`config.mk`:
```
export PLATFORM = sky130hd
export DESIGN_NAME = sil_lamp_driver
export DESIGN_NICKNAME = d
export VERILOG_FILES = /design/src/design/sil_pkg.sv /design/src/design/sil_lamp_driver.sv
export VERILOG_INCLUDE_DIRS = /design/src /design/src/design
export SDC_FILE = /design/constraint.sdc
export NUM_CORES = 1
export LEC_CHECK = 0
export BUFFER_PORTS_ARGS = -buffer_cell sky130_fd_sc_hd__buf_2
export CORE_MARGIN = 4
export CORE_UTILIZATION = 50
export CTS_BUF_LIST = sky130_fd_sc_hd__clkbuf_8
export DETAILED_ROUTE_END_ITERATION = 7
export PLACE_DENSITY_LB_ADDON = 0.3
export SLEW_MARGIN = 20
export SYNTH_ARGS = -nofsm -noshare
export SYNTH_HDL_FRONTEND = slang
export SYNTH_SLANG_ARGS = --single-unit
```
`constraint.sdc`:
```
create_clock -name pclk -period 2.6 [get_ports pclk]
set_input_delay 0.52 -clock pclk [delete_from_list [all_inputs] [get_ports pclk]]
set_output_delay 0.52 -clock pclk [all_outputs]
set_load 0.02 [all_outputs]
```
`src/design/sil_regs.svh`:
```
// timing constants and apb register map of the status indicator lamp driver
`ifndef SIL_REGS_SVH
`define SIL_REGS_SVH
`define SIL_CLK_MHZ 100
`define SIL_MS_CYCLES (`SIL_CLK_MHZ * 1000)
`define SIL_T_FLICKER_MS 50
`define SIL_T_FLASH_MS 200
`define SIL_T_PAUSE_MS 1000
`define SIL_T_FLICKER_TICKS `SIL_T_FLICKER_MS
`define SIL_T_FLASH_TICKS `SIL_T_FLASH_MS
`define SIL_T_PAUSE_TICKS `SIL_T_PAUSE_MS
`define SIL_ACT_HOLD_MS 50
`define SIL_ADDR_CTRL 12'h000
`define SIL_ADDR_STAT 12'h004
`define SIL_ADDR_IRQ_STAT 12'h008
`define SIL_ADDR_IRQ_MASK 12'h00C
`define SIL_CTRL_RESET 32'h0000_0000
`define SIL_MASK_RESET 8'h00
// event levels assumed at reset: link absent, so power-up is not reported as link lost
`define SIL_EV_IDLE 8'h40
`define SIL_ALS_CHANGE_ERR 8'h01
`endif

```
`src/design/sil_pkg.sv`:
```
// types shared by the status indicator lamp driver
package sil_pkg;
   // one tricolour lamp: green, red, blue drives
   typedef struct packed {
      logic green;
      logic red;
      logic blue;
   } sil_lamp_t;

   // slave state as reported by the network controller
   typedef enum logic [2:0] {
      SIL_NS_INIT,
      SIL_NS_PREOP,
      SIL_NS_SAFEOP,
      SIL_NS_OP,
      SIL_NS_BOOT,
      SIL_NS_BOOTING,
      SIL_NS_FWDL
   } sil_net_state_t;

   // lamp pattern to be shown
   typedef enum logic [2:0] {
      SIL_PAT_OFF,
      SIL_PAT_ON,
      SIL_PAT_BLINK,
      SIL_PAT_FLICKER,
      SIL_PAT_SINGLE,
      SIL_PAT_DOUBLE
   } sil_pat_t;

   // drive status inputs
   typedef struct packed {
      logic bus_power;
      logic drive_enabled;
      logic drive_fault;
      logic logic_supply_ok;
      logic emu_enc_active;
      logic [3:0] dig_in;
      logic [2:0] dig_out;
   } sil_drive_stat_t;

   // network status inputs
   typedef struct packed {
      logic link_valid;
      logic link_activity;
      sil_net_state_t state;
      logic process_data_interface_wdog;
      logic config_error;
      logic boot_error;
      logic [7:0] application_layer_change;
      logic app_wdog_timeout;
   } sil_net_stat_t;

   // all lamp outputs
   typedef struct packed {
      sil_lamp_t bridge;
      sil_lamp_t logic_supply;
      sil_lamp_t encoder_emulation;
      logic [3:0] input_state;
      logic [2:0] output_state;
      logic link;
      logic run;
      logic error;
   } sil_lamps_t;

   // apb slave signals
   typedef struct packed {
      logic psel;
      logic penable;
      logic pwrite;
      logic [11:0] paddr;
      logic [31:0] pwdata;
   } sil_apb_req_t;

   typedef struct packed {
      logic pready;
      logic pslverr;
      logic [31:0] prdata;
   } sil_apb_rsp_t;
endpackage : sil_pkg

```
`src/design/sil_lamp_driver.sv`:
```
// status indicator lamp driver: drive, i/o and network lamps with apb status
//
// Summary of operation
// - bridge lamp green powered+enabled, red on fault
// - logic supply lamp green while supply present
// - encoder emulation lamp green only when active
// - one green lamp per digital input
// - one blue lamp per digital output
// - link lamp: on, flicker on traffic, off
// - run lamp steady green when operational
// - run lamp blinks 200/200 ms in pre-op
// - run lamp single flash in safe-op
// - run lamp flickers 50/50 ms while booting
// - run lamp off in init
// - error lamp steady red on interface watchdog
// - error lamp blinks on configuration error
// - error lamp flickers on boot error in init with an autonomous change error
// - error lamp single flash on autonomous change
// - error lamp double flash on app watchdog
//
// Our own choices: the APB interface to the registers and the register offsets.
`timescale 1ns/1ps
`include "sil_regs.svh"
module sil_lamp_driver (
   input wire logic pclk,
   input wire logic presetn,
   input wire sil_pkg::sil_drive_stat_t drive_stat,
   input wire sil_pkg::sil_net_stat_t net_stat,
   input wire sil_pkg::sil_apb_req_t apb_req,
   output sil_pkg::sil_apb_rsp_t apb_rsp,
   output sil_pkg::sil_lamps_t lamps,
   output logic irq
);
   import sil_pkg::*;

   // =====================================================================
   // state
   // =====================================================================
   typedef struct packed {
      logic [16:0] pre_cnt;
      logic [10:0] run_ph;
      logic [10:0] err_ph;
      logic [6:0] act_ph;
      logic act_hold;
      sil_pat_t run_pat;
      sil_pat_t err_pat;
      logic [31:0] ctrl;
      logic [7:0] irq_stat;
      logic [7:0] irq_mask;
      logic [7:0] ev_prev;
      sil_apb_rsp_t rsp;
      sil_lamps_t lamps;
      logic irq;
   } sil_state_t;

   sil_state_t st_ff;
   sil_state_t nxt_st;

   // =====================================================================
   // pattern evaluation
   // =====================================================================
   // lamp level for pattern at phase (ms within period)
   function automatic logic pat_level(input sil_pat_t pat, input logic [10:0] ph);
      logic lvl;
      lvl = 1'b0;
      unique case (pat)
         SIL_PAT_OFF: lvl = 1'b0;
         SIL_PAT_ON: lvl = 1'b1;
         SIL_PAT_BLINK: lvl = (ph < 11'(`SIL_T_FLASH_TICKS));
         SIL_PAT_FLICKER: lvl = (ph < 11'(`SIL_T_FLICKER_TICKS));
         SIL_PAT_SINGLE: lvl = (ph < 11'(`SIL_T_FLASH_TICKS));
         SIL_PAT_DOUBLE: lvl = (ph < 11'(`SIL_T_FLASH_TICKS))
            || (ph >= 11'(2 * `SIL_T_FLASH_TICKS) && ph < 11'(3 * `SIL_T_FLASH_TICKS));
         default: lvl = 1'b0;
      endcase
      return lvl;
   endfunction : pat_level

   // last phase value of each pattern's period
   function automatic logic [10:0] pat_last(input sil_pat_t pat);
      logic [10:0] lst;
      lst = 11'h000;
      unique case (pat)
         SIL_PAT_BLINK: lst = 11'(2 * `SIL_T_FLASH_TICKS - 1);
         SIL_PAT_FLICKER: lst = 11'(2 * `SIL_T_FLICKER_TICKS - 1);
         SIL_PAT_SINGLE: lst = 11'(`SIL_T_FLASH_TICKS + `SIL_T_PAUSE_TICKS - 1);
         SIL_PAT_DOUBLE: lst = 11'(3 * `SIL_T_FLASH_TICKS + `SIL_T_PAUSE_TICKS - 1);
         default: lst = 11'h000;
      endcase
      return lst;
   endfunction : pat_last

   // phase advance on the ms tick, restart from first lit phase on change
   function automatic logic [10:0] ph_step(input sil_pat_t cur, input sil_pat_t nxt,
                                           input logic [10:0] ph, input logic tick);
      logic [10:0] r;
      r = ph;
      if (cur != nxt) begin
         r = 11'h000;
      end else if (tick) begin
         r = (ph >= pat_last(cur)) ? 11'h000 : 11'(ph + 11'h001);
      end
      return r;
   endfunction : ph_step

   // =====================================================================
   // next state
   // =====================================================================
   logic ms_tick;
   sil_pat_t run_sel;
   sil_pat_t err_sel;
   logic [7:0] events;
   logic apb_acc;
   logic [31:0] rd_data;

   always_comb begin
      nxt_st = st_ff;
      // free-running millisecond enable
      ms_tick = (st_ff.pre_cnt == 17'(`SIL_MS_CYCLES - 1));
      nxt_st.pre_cnt = ms_tick ? 17'h00000 : 17'(st_ff.pre_cnt + 17'h00001);

      // run-state pattern selection
      unique case (net_stat.state)
         SIL_NS_OP: run_sel = SIL_PAT_ON;
         SIL_NS_PREOP: run_sel = SIL_PAT_BLINK;
         SIL_NS_SAFEOP: run_sel = SIL_PAT_SINGLE;
         SIL_NS_BOOT, SIL_NS_BOOTING, SIL_NS_FWDL: run_sel = SIL_PAT_FLICKER;
         SIL_NS_INIT: run_sel = SIL_PAT_OFF;
         default: run_sel = SIL_PAT_OFF;
      endcase

      // error pattern, most severe first; dark when nothing pending
      if (net_stat.process_data_interface_wdog) begin
         err_sel = SIL_PAT_ON;
      end else if (net_stat.app_wdog_timeout) begin
         err_sel = SIL_PAT_DOUBLE;
      end else if (net_stat.boot_error && net_stat.state == SIL_NS_INIT
                   && net_stat.application_layer_change == `SIL_ALS_CHANGE_ERR) begin
         err_sel = SIL_PAT_FLICKER;
      end else if (net_stat.application_layer_change == `SIL_ALS_CHANGE_ERR) begin
         err_sel = SIL_PAT_SINGLE;
      end else if (net_stat.config_error) begin
         err_sel = SIL_PAT_BLINK;
      end else begin
         err_sel = SIL_PAT_OFF;
      end

      nxt_st.run_ph = ph_step(st_ff.run_pat, run_sel, st_ff.run_ph, ms_tick);
      nxt_st.err_ph = ph_step(st_ff.err_pat, err_sel, st_ff.err_ph, ms_tick);
      nxt_st.run_pat = run_sel;
      nxt_st.err_pat = err_sel;

      // link traffic stretched into a 50/50 ms flicker so it is visible
      if (net_stat.link_activity) begin
         nxt_st.act_hold = 1'b1;
      end else if (ms_tick && st_ff.act_ph == 7'(2 * `SIL_ACT_HOLD_MS - 1)) begin
         nxt_st.act_hold = 1'b0;
      end
      // the 100 ms traffic period needs seven bits of phase
      if (!st_ff.act_hold) begin
         nxt_st.act_ph = 7'h00;
      end else if (ms_tick) begin
         nxt_st.act_ph = (st_ff.act_ph == 7'(2 * `SIL_ACT_HOLD_MS - 1)) ? 7'h00
                         : 7'(st_ff.act_ph + 7'h01);
      end

      // lamp outputs, all registered
      nxt_st.lamps.bridge.red = drive_stat.drive_fault;
      nxt_st.lamps.bridge.green = drive_stat.bus_power && drive_stat.drive_enabled
                                  && !drive_stat.drive_fault;
      nxt_st.lamps.bridge.blue = 1'b0;
      nxt_st.lamps.logic_supply = '{green: drive_stat.logic_supply_ok, red: 1'b0,
                                    blue: 1'b0};
      nxt_st.lamps.encoder_emulation = '{green: drive_stat.emu_enc_active, red: 1'b0,
                                         blue: 1'b0};
      nxt_st.lamps.input_state = drive_stat.dig_in;
      nxt_st.lamps.output_state = drive_stat.dig_out;
      nxt_st.lamps.link = net_stat.link_valid
                          && !(st_ff.act_hold && st_ff.act_ph >= 7'(`SIL_ACT_HOLD_MS));
      // pattern restarts lit: phase zero is shown when the pattern changes
      nxt_st.lamps.run = pat_level(run_sel, nxt_st.run_ph);
      nxt_st.lamps.error = pat_level(err_sel, nxt_st.err_ph);

      // sticky event bits: rising edges of fault and error conditions and of entering op
      events = {net_stat.state == SIL_NS_OP, !net_stat.link_valid, net_stat.config_error,
                net_stat.application_layer_change == `SIL_ALS_CHANGE_ERR,
                net_stat.boot_error, net_stat.app_wdog_timeout,
                net_stat.process_data_interface_wdog, drive_stat.drive_fault};
      nxt_st.ev_prev = events;

      // apb slave, zero wait states
      apb_acc = apb_req.psel && apb_req.penable;
      unique case (apb_req.paddr)
         `SIL_ADDR_CTRL: rd_data = st_ff.ctrl;
         `SIL_ADDR_STAT: rd_data = {21'h000000, 1'b0, st_ff.err_pat, 1'b0, st_ff.run_pat,
                                    st_ff.lamps.link, st_ff.lamps.run, st_ff.lamps.error};
         `SIL_ADDR_IRQ_STAT: rd_data = {24'h000000, st_ff.irq_stat};
         `SIL_ADDR_IRQ_MASK: rd_data = {24'h000000, st_ff.irq_mask};
         default: rd_data = 32'h0000_0000;
      endcase
      nxt_st.rsp.pready = apb_req.psel && !apb_req.penable;
      nxt_st.rsp.pslverr = 1'b0;
      nxt_st.rsp.prdata = st_ff.rsp.prdata;
      if (apb_req.psel && !apb_req.penable) begin
         nxt_st.rsp.prdata = apb_req.pwrite ? 32'h0000_0000 : rd_data;
         nxt_st.rsp.pslverr = !(apb_req.paddr == `SIL_ADDR_CTRL
                                || apb_req.paddr == `SIL_ADDR_STAT
                                || apb_req.paddr == `SIL_ADDR_IRQ_STAT
                                || apb_req.paddr == `SIL_ADDR_IRQ_MASK);
      end

      // write one clears; a new event in the same cycle wins
      nxt_st.irq_stat = st_ff.irq_stat;
      if (apb_acc && st_ff.rsp.pready && apb_req.pwrite) begin
         unique case (apb_req.paddr)
            `SIL_ADDR_CTRL: nxt_st.ctrl = apb_req.pwdata; // storage only, lamps never forced
            `SIL_ADDR_IRQ_STAT: nxt_st.irq_stat = st_ff.irq_stat & ~apb_req.pwdata[7:0];
            `SIL_ADDR_IRQ_MASK: nxt_st.irq_mask = apb_req.pwdata[7:0];
            default: nxt_st.irq_mask = st_ff.irq_mask;
         endcase
      end
      nxt_st.irq_stat = nxt_st.irq_stat | (events & ~st_ff.ev_prev);
      nxt_st.irq = |(nxt_st.irq_stat & nxt_st.irq_mask);
   end

   // =====================================================================
   // registers
   // =====================================================================
   always_ff @(posedge pclk or negedge presetn) begin
      if (!presetn) begin
         st_ff <= '0;
         st_ff.ctrl <= `SIL_CTRL_RESET;
         st_ff.irq_mask <= `SIL_MASK_RESET;
         st_ff.ev_prev <= `SIL_EV_IDLE;
      end else begin
         st_ff <= nxt_st;
      end
   end

   assign apb_rsp = st_ff.rsp;
   assign lamps = st_ff.lamps;
   assign irq = st_ff.irq;
endmodule : sil_lamp_driver

```
==> impl_results.md, run 1 <==
- Fin crit share: 94.2%
- Simple-gate share of the synthesized area: 15.9%
- Fill cell count: 1349
- Post-synth ARST share: 100%
- Die height: 136 um
- Nets: 987
- CTS HTree Levels: 4
- Vias: 6106
- Clk_skew: 9.30 ps
- Largest family of logic cells by synthesized area: simple AND/OR/NAND/NOR gates
- Status: complete, no violations
- Global placer's final weighted congestion: 0.899
- Worst slew pin tran: 630 ps
- Number of max-cap violations: 0
- Final setup margin: 152 ps
- Synth cell count leaders: dfrtp_1 (156), nand2_1 (58), buf_4 (56)
- FF/Latch Area: 0.00393 mm^2
- Die Wd: 136 um
- DP Area: 0.00894 mm^2
- All-Layer GR Usage: 20.0%
- 1st-iter DRT viols: 335
- Port bufs: 126
- Area share of the largest cell type after synthesis: 47.3%
- Leakage Power: 4.53 nW
- Area leader, netlist: dfrtp_1
- Share of cells above drive strength 1: 30.8%
- Synth Area in Compound Gates: 12.9%
- Antenna Nets Post-Route: 0
- Register area share after synthesis: 47.6%
- Pwr/cell area: 492 mW/mm^2
- Mapped Cells: 781
- Crit end category: flop
- Antenna fix cells: 0
- Relative slew slack: 58.0%
- CTS Sinks: 157
- Total wire length: 18.1 mm
- Pre-CTS WS: -46.1 ps
- Mean Syn Cell Area: 10.6 um^2
- Multi-input gate area in the final layout: 0.00372 mm^2
- Most common cell in the synthesized netlist: dfrtp_1
- Initial cell density of the core: 51.4%
- Clock Tree Buf Depth: 2
- VDD IR max: 275 uV
- I/O Pins: 132
- Fin. Hold Viols: 0
- Critical path class: flop to flop
- Total die area: 0.0186 mm^2
- Residual DRC count: 0
- CTS buffer count: 17
- Critical Path RT: 2910 ps
- Clock-pin transition on the worst setup and hold timing paths: 90 ps
- Clock Tree Root: clkbuf_8
- # setup viols final: 0
- Crit Path Max Fanout: 5
- CORE AREA: 0.0161 mm^2
- Synth-to-Final Area Change: 13.9%
- Number of global-route vias before repair: 5942
- Largest net degree at the start of global routing: 59
- Crit path DAT: 2760 ps
- Adder-Cell Fraction of Synth Area: 4.21%
- Avg WL per Cell: 16.3 um
- Final Max Slew Viols: 0
- CTS tree: built
- Clk Latency, worst-skew pair: 460 ps
- Post-route cell area: 0.00941 mm^2
- Fin Hold WS: 164 ps
- Post-synthesis register bit count: 157
- Antenna violations before repair: 0
- CP startpoint kind: flop
- Cell area after synthesis: 0.00826 mm^2
- YS warnings: 0
- First-pass GRT wire length: 29.6 mm
- Number of synthesized flops with an enable pin: 0
- Fmax: 408 MHz
- Mux contribution to synthesized area: 7.61%
- Min cycle time layout: 2450 ps
- Top post-synthesis cells by area: dfrtp_1 (47%), mux2_2 (6.0%), buf_4 (5.1%), ha_1 (4.1%), a22o_1 (3.3%)
- Vias/cell: 5.50
- Synth unique cells: 73
- Std-Cell Rows: 46
- Xor/xnor share of the synthesized area: 3.50%
- DP HPWL: 13.5 mm
- HP Class: input pin to flop
- Primary FF master, synth: dfrtp_1
- 1st-pass router iterations: 5
- RSZ-0062 raised after global routing: true
- Setup tns final: 0 ps
- Global route overflow: 0
metal layers:
layer  share of wire (%)  GRT usage [%]  vias up
met5                   0              0        -
met4                 1.3           6.05        0
met3                 6.5           4.23       16
met2                  47           32.7      171
met1                  45           27.0     2956
li1                    -              -     2963
layout by cell type (no fill, tap or decap), types with 16 or more instances in the layout:
cell type	count
a21oi_1	33
a22o_1	31
buf_2	125
buf_4	32
clkbuf_8	17
dfrtp_1	156
ha_1	27
inv_1	34
mux2_2	44
nand2_1	58
nand3_1	26
nor2_1	39
o21ai_0	34
xnor2_1	16
xor2_1	17
area by class of cell:
| class | count | share of cell area [%] |
|---|---|---|
| Clock inverter | 15 | 1.68 |
| Timing Repair Buffer | 163 | 10.3 |
| Sequential cell | 157 | 41.8 |
| Clock buffer | 17 | 2.49 |
| Multi-Input combinational cell | 510 | 39.6 |
| Tap cell | 216 | 2.87 |
| Inverter | 33 | 1.32 |
flip-flops by register name, indices dropped and copies added (netlist names):
name,flops
st_ff,109
apb_rsp,34
lamps,13
irq,1
stage by stage:
stage / instances / total power [mW] / util, %
after floorplan: 785 / 2.71 / -
after global placement: 1076 / 2.88 / 55.6
after detailed placement: 1076 / 2.88 / 55.6
after CTS: 1109 / 4.68 / 58.2
after global routing: 1111 / 4.83 / 58.6
final: 1111 / 4.63 / 58.6
final timing paths:
check                           depth (start not counted)                  from  slack (ps)                       to
worst max-delay path                                    8  st_ff[146]$_DFF_PN0_         150       lamps[0]$_DFF_PN0_
worst min-delay path                                    1         drive_stat[4]         160       lamps[7]$_DFF_PN0_
worst max register to register                          8  st_ff[146]$_DFF_PN0_         150       lamps[0]$_DFF_PN0_
worst min register to register                          1   st_ff[56]$_DFF_PN0_         460      st_ff[72]$_DFF_PN0_
max in group asynchronous                               3               presetn        1460      st_ff[60]$_DFF_PN1_
min in group asynchronous                               2               presetn         490  apb_rsp[10]$_DFFE_PN0P_
logic make-up after synthesis:
logic type               after synthesis
AND/OR/NAND/NOR                      236
AO/OA/AOI/OAI                        157
flip-flops                           157
buffers and inverters                118
multiplexers                          51
XOR/XNOR                              33
adder cells (fa/ha/maj)               28
other                                  1
power breakdown:
part           internal, mW  total, mW  switching, mW
Sequential             2.46       2.48         0.0152
Clock                 0.794       1.80           1.01
Combinational         0.137      0.351          0.214
Total                  3.40       4.63           1.24
critical path: stages (launching register included):
cell	delay [ps]
dfrtp_1	390
ha_1	210
and4_2	310
nand4_2	260
nor4_4	410
o22ai_1	150
o2111a_1	260
o211ai_1	180
o2111ai_1	140
what timing repair did:
action,CTS,global route
setup endpoints to repair,0,22
resized for setup,0,12
endpoints found under the hold margin,25,0
hold buffers,1,0
setup buffers,0,2
No activity file was read; power rests on OpenSTA's default activity.
==> run 2: changes to the inputs <==
--- a/config.mk
+++ b/config.mk
@@ -6,9 +6,12 @@
 export SDC_FILE = /design/constraint.sdc
 export NUM_CORES = 1
 export LEC_CHECK = 0
+export ABC_AREA = 1
 export BUFFER_PORTS_ARGS = -buffer_cell sky130_fd_sc_hd__buf_2
+export CELL_PAD_IN_SITES_DETAIL_PLACEMENT = 1
+export CELL_PAD_IN_SITES_GLOBAL_PLACEMENT = 2
 export CORE_MARGIN = 4
-export CORE_UTILIZATION = 50
+export CORE_UTILIZATION = 34
 export CTS_BUF_LIST = sky130_fd_sc_hd__clkbuf_8
 export DETAILED_ROUTE_END_ITERATION = 7
 export PLACE_DENSITY_LB_ADDON = 0.3
==> impl_results.md, run 2 <==
- Number of max-cap violations: 0 (unchanged)
- Vias/cell: 4.71 (-14%)
- Top post-synthesis cells by area: dfrtp_1 (46%), nand2_1 (11%), inv_1 (7.7%), nor2_1 (4.9%), buf_4 (4.8%)
- Critical Path RT: 2930 ps (+20 ps)
- Relative slew slack: 47.1% (-11 points)
- CP startpoint kind: flop
- All-Layer GR Usage: 17.5% (-2.5 points)
- # setup viols final: 0 (unchanged)
- Global placer's final weighted congestion: 0.796 (-11%)
- Final Max Slew Viols: 0 (unchanged)
- R2R depth: 19 (+11)
- VDD IR max: 381 uV (+39%)
- Nets: 1319 (+34%)
- CTS buffer count: 17 (unchanged)
- I/O Pins: 132 (unchanged)
- Final setup margin: 97.6 ps (-54.2 ps)
- HP Class: input pin to asynchronous set/reset pin
- CTS Sinks: 157 (unchanged)
- Pwr/cell area: 466 mW/mm^2 (-5.4%)
- WP depth: 19 (+11)
- Post-CTS Hold Fix Bufs: 0 (-1)
- Largest net degree at the start of global routing: 56 (-5.1%)
- Cells along the critical path: inv_2 -> nor2_4 -> nand2_2 -> nand2_2 -> inv_2 -> ha_4 -> nand2_2 -> nor2_1 -> and2_4 -> nand3b_1 -> nand2_2 -> nor2_4 -> nor2_4 -> nor2_4 -> nand3_1 -> nand2_2 -> inv_1 -> nand4_1 -> nand3_1
- Vias: 7311 (+20%)
- Clock Tree Buf Depth: 2 (unchanged)
- Clk Latency, worst-skew pair: 450 ps (about the same)
- Fmax: 400 MHz (-2.2%)
- Pre-CTS WS: -230 ps (-184 ps)
- Antenna violations before repair: 0 (unchanged)
- Largest reg by FF count: st_ff
- CORE AREA: 0.0245 mm^2 (+53%)
- Post-synthesis register bit count: 157 (unchanged)
- Total wire length: 24.2 mm (+34%)
- Mapped Cells: 1088 (+39%)
- Area leader, netlist: dfrtp_1
- Total die area: 0.0277 mm^2 (+49%)
- Status: complete, no violations
- Share of cells above drive strength 1: 22.9% (-7.9 points)
- Crit Path Max Fanout: 5 (unchanged)
- Clk_skew: 22.3 ps (+13.0 ps)
- Synth cell count leaders: nand2_1 (247), inv_1 (176), dfrtp_1 (156)
- Initial cell density of the core: 34.8% (-17 points)
- DP HPWL: 18.5 mm (+37%)
- RSZ-0062 raised after global routing: true
- Crit path DAT: 2830 ps (+70 ps)
- Most common cell in the synthesized netlist: nand2_1
- Clock Tree Root: clkbuf_8
- Worst slew pin tran: 793 ps (+163 ps)
- Die height: 166 um (+22%)
- Synth unique cells: 40 (-45%)
- Worst path most repeated cell: nand2_2
- Port bufs: 126 (unchanged)
- Crit end category: flop
- Synth-to-Final Area Change: 19.0%
- Fill cell count: 3075 (+130%)
- Number of global-route vias before repair: 7668 (+29%)
- Global route overflow: 0 (unchanged)
- Cell area after synthesis: 0.00853 mm^2 (+3.4%)
- Antenna Nets Post-Route: 0 (unchanged)
- Post-synth ARST share: 100% (unchanged)
- Mean Syn Cell Area: 7.84 um^2 (-26%)
- Fin crit share: 96.2% (+2.1 points)
- CP top delay family: simple AND/OR/NAND/NOR gates
- Leakage Power: 5.45 nW (+20%)
- Setup tns final: 0 ps (unchanged)
- CTS tree: built
- Register area share after synthesis: 46.0% (-1.6 points)
- Critical path class: flop to flop
- CP max stage delay: 410 ps (about the same)
- Primary FF master, synth: dfrtp_1
- Std-Cell Rows: 57 (+24%)
- CTS HTree Levels: 4 (unchanged)
- Number of synthesized flops with an enable pin: 0 (unchanged)
- Fin. Hold Viols: 0 (unchanged)
- 1st-iter DRT viols: 334 (-0.30%)
- Antenna fix cells: 0 (unchanged)
- 1st-pass router iterations: 5 (unchanged)
- Residual DRC count: 0 (unchanged)
- Buf+Inv Stages, Crit Path: 3 (+3)
- Commonest non-fill, non-tap cell in the layout: nand2_1
- Area share of the largest cell type after synthesis: 45.7% (-1.5 points)
- Avg WL per Cell: 15.6 um (-4.0%)
- Largest register FFs: 109 (unchanged)
- Clock-pin transition on the worst setup and hold timing paths: 110 ps (+20 ps)
- Final Util: 41.4% (-17 points)
- Min cycle time layout: 2500 ps (+54.2 ps)
- YS warnings: 0 (unchanged)
- Die Wd: 166 um (+22%)
- Most frequent cells in the layout: nand2_1 (226), inv_1 (166), dfrtp_1 (155)
- CP max stage cell: dfrtp_1
- Fin Hold WS: 16.2 ps (-147 ps)
- First-pass GRT wire length: 40.1 mm (+36%)
-- run 2: cell count changes in the layout (fill, tap and decap cells not counted), sizes merged, moves of 14 or more --
cell   delta
a22o     -24
buf      +15
nand3    +36
mux2     -44
a21oi    +16
xnor2    -14
nor2     +75
o21ai    +20
nand2   +190
inv     +145
o31ai    +16
-- run 2: stage by stage --
| stage | power, mW | cells | instance area [um^2] |
|---|---|---|---|
| 3_3_place_gp | 2.90 | 1514 | 9490 |
| 6_report | 4.73 | 1551 | 10200 |
| 4_1_cts | 4.78 | 1546 | 9890 |
| 2_1_floorplan | 2.71 | 1092 | 8550 |
| 5_1_grt | 4.96 | 1551 | 10200 |
| 3_5_place_dp | 2.91 | 1514 | 9490 |
-- run 2: what timing repair did --
action,4_1_cts,5_1_grt
gates cloned,0,0
setup endpoints to repair,1,3
buffers inserted,0,5
pin swaps,0,28
gates resized for setup,4,74
-- run 2: layout make-up --
class / count / area [um^2] / share of cell area, %
sequential: 157 / 3930 / 38.7
tap: 324 / 405 / 3.99
clock inverter: 14 / 144 / 1.42
multi-input combinational: 682 / 3690 / 36.3
timing repair buffer: 177 / 1070 / 10.5
clock buffer: 18 / 248 / 2.44
inverter: 179 / 672 / 6.62
-- run 2: worst reg2reg max path, cell delays in order (launching register included) --
cell and delay (ps):
dfrtp_1 410, inv_2 80, nor2_4 190, nand2_2 90, nand2_2 70, inv_2 60
ha_4 210, nand2_2 70, nor2_1 40, and2_4 150, nand3b_1 100, nand2_2 80
nor2_4 140, nor2_4 50, nor2_4 210, nand3_1 140, nand2_2 120, inv_1 50
nand4_1 80, nand3_1 70
-- run 2: layer usage --
metal	share of wire (%)	wire length [um]	global-route usage [%]
met1	46	11200	23.7
met2	49	11900	30.1
met3	4.0	967	2.99
met4	0.66	159	3.24
met5	0	0	0
-- run 2: cells by family (layout without fill, tap and decap cells) --
group                      after synthesis  in the layout  synth area share (%)
and+or+nand+nor                        472            472                  23.4
DFF                                    157            157                  46.0
AOI/OAI and AO/OA                      166            166                  11.7
other                                    1              5                0.0439
buffers and inverters                  253            388                  13.6
adders and majority gates               27             27                  3.96
xor gates and xnor gates                12             12                  1.23
-- run 2: power by group --
group / internal, mW / total (mW) / switching [mW]
logic: 0.147 / 0.413 / 0.265
registers: 2.47 / 2.48 / 0.0164
clock network: 0.742 / 1.84 / 1.10
-- run 2: worst paths after layout --
path,to,startpoint,slack (ps)
max,lamps[1]$_DFF_PN0_,st_ff[114]$_DFF_PN0_,100
min,lamps[6]$_DFF_PN0_,presetn,20
max reg2reg,lamps[1]$_DFF_PN0_,st_ff[114]$_DFF_PN0_,100
min reg2reg,st_ff[71]$_DFF_PN0_,st_ff[55]$_DFF_PN0_,460
max in group asynchronous,st_ff[60]$_DFF_PN1_,presetn,1880
min in group pclk,lamps[7]$_DFF_PN0_,drive_stat[4],160
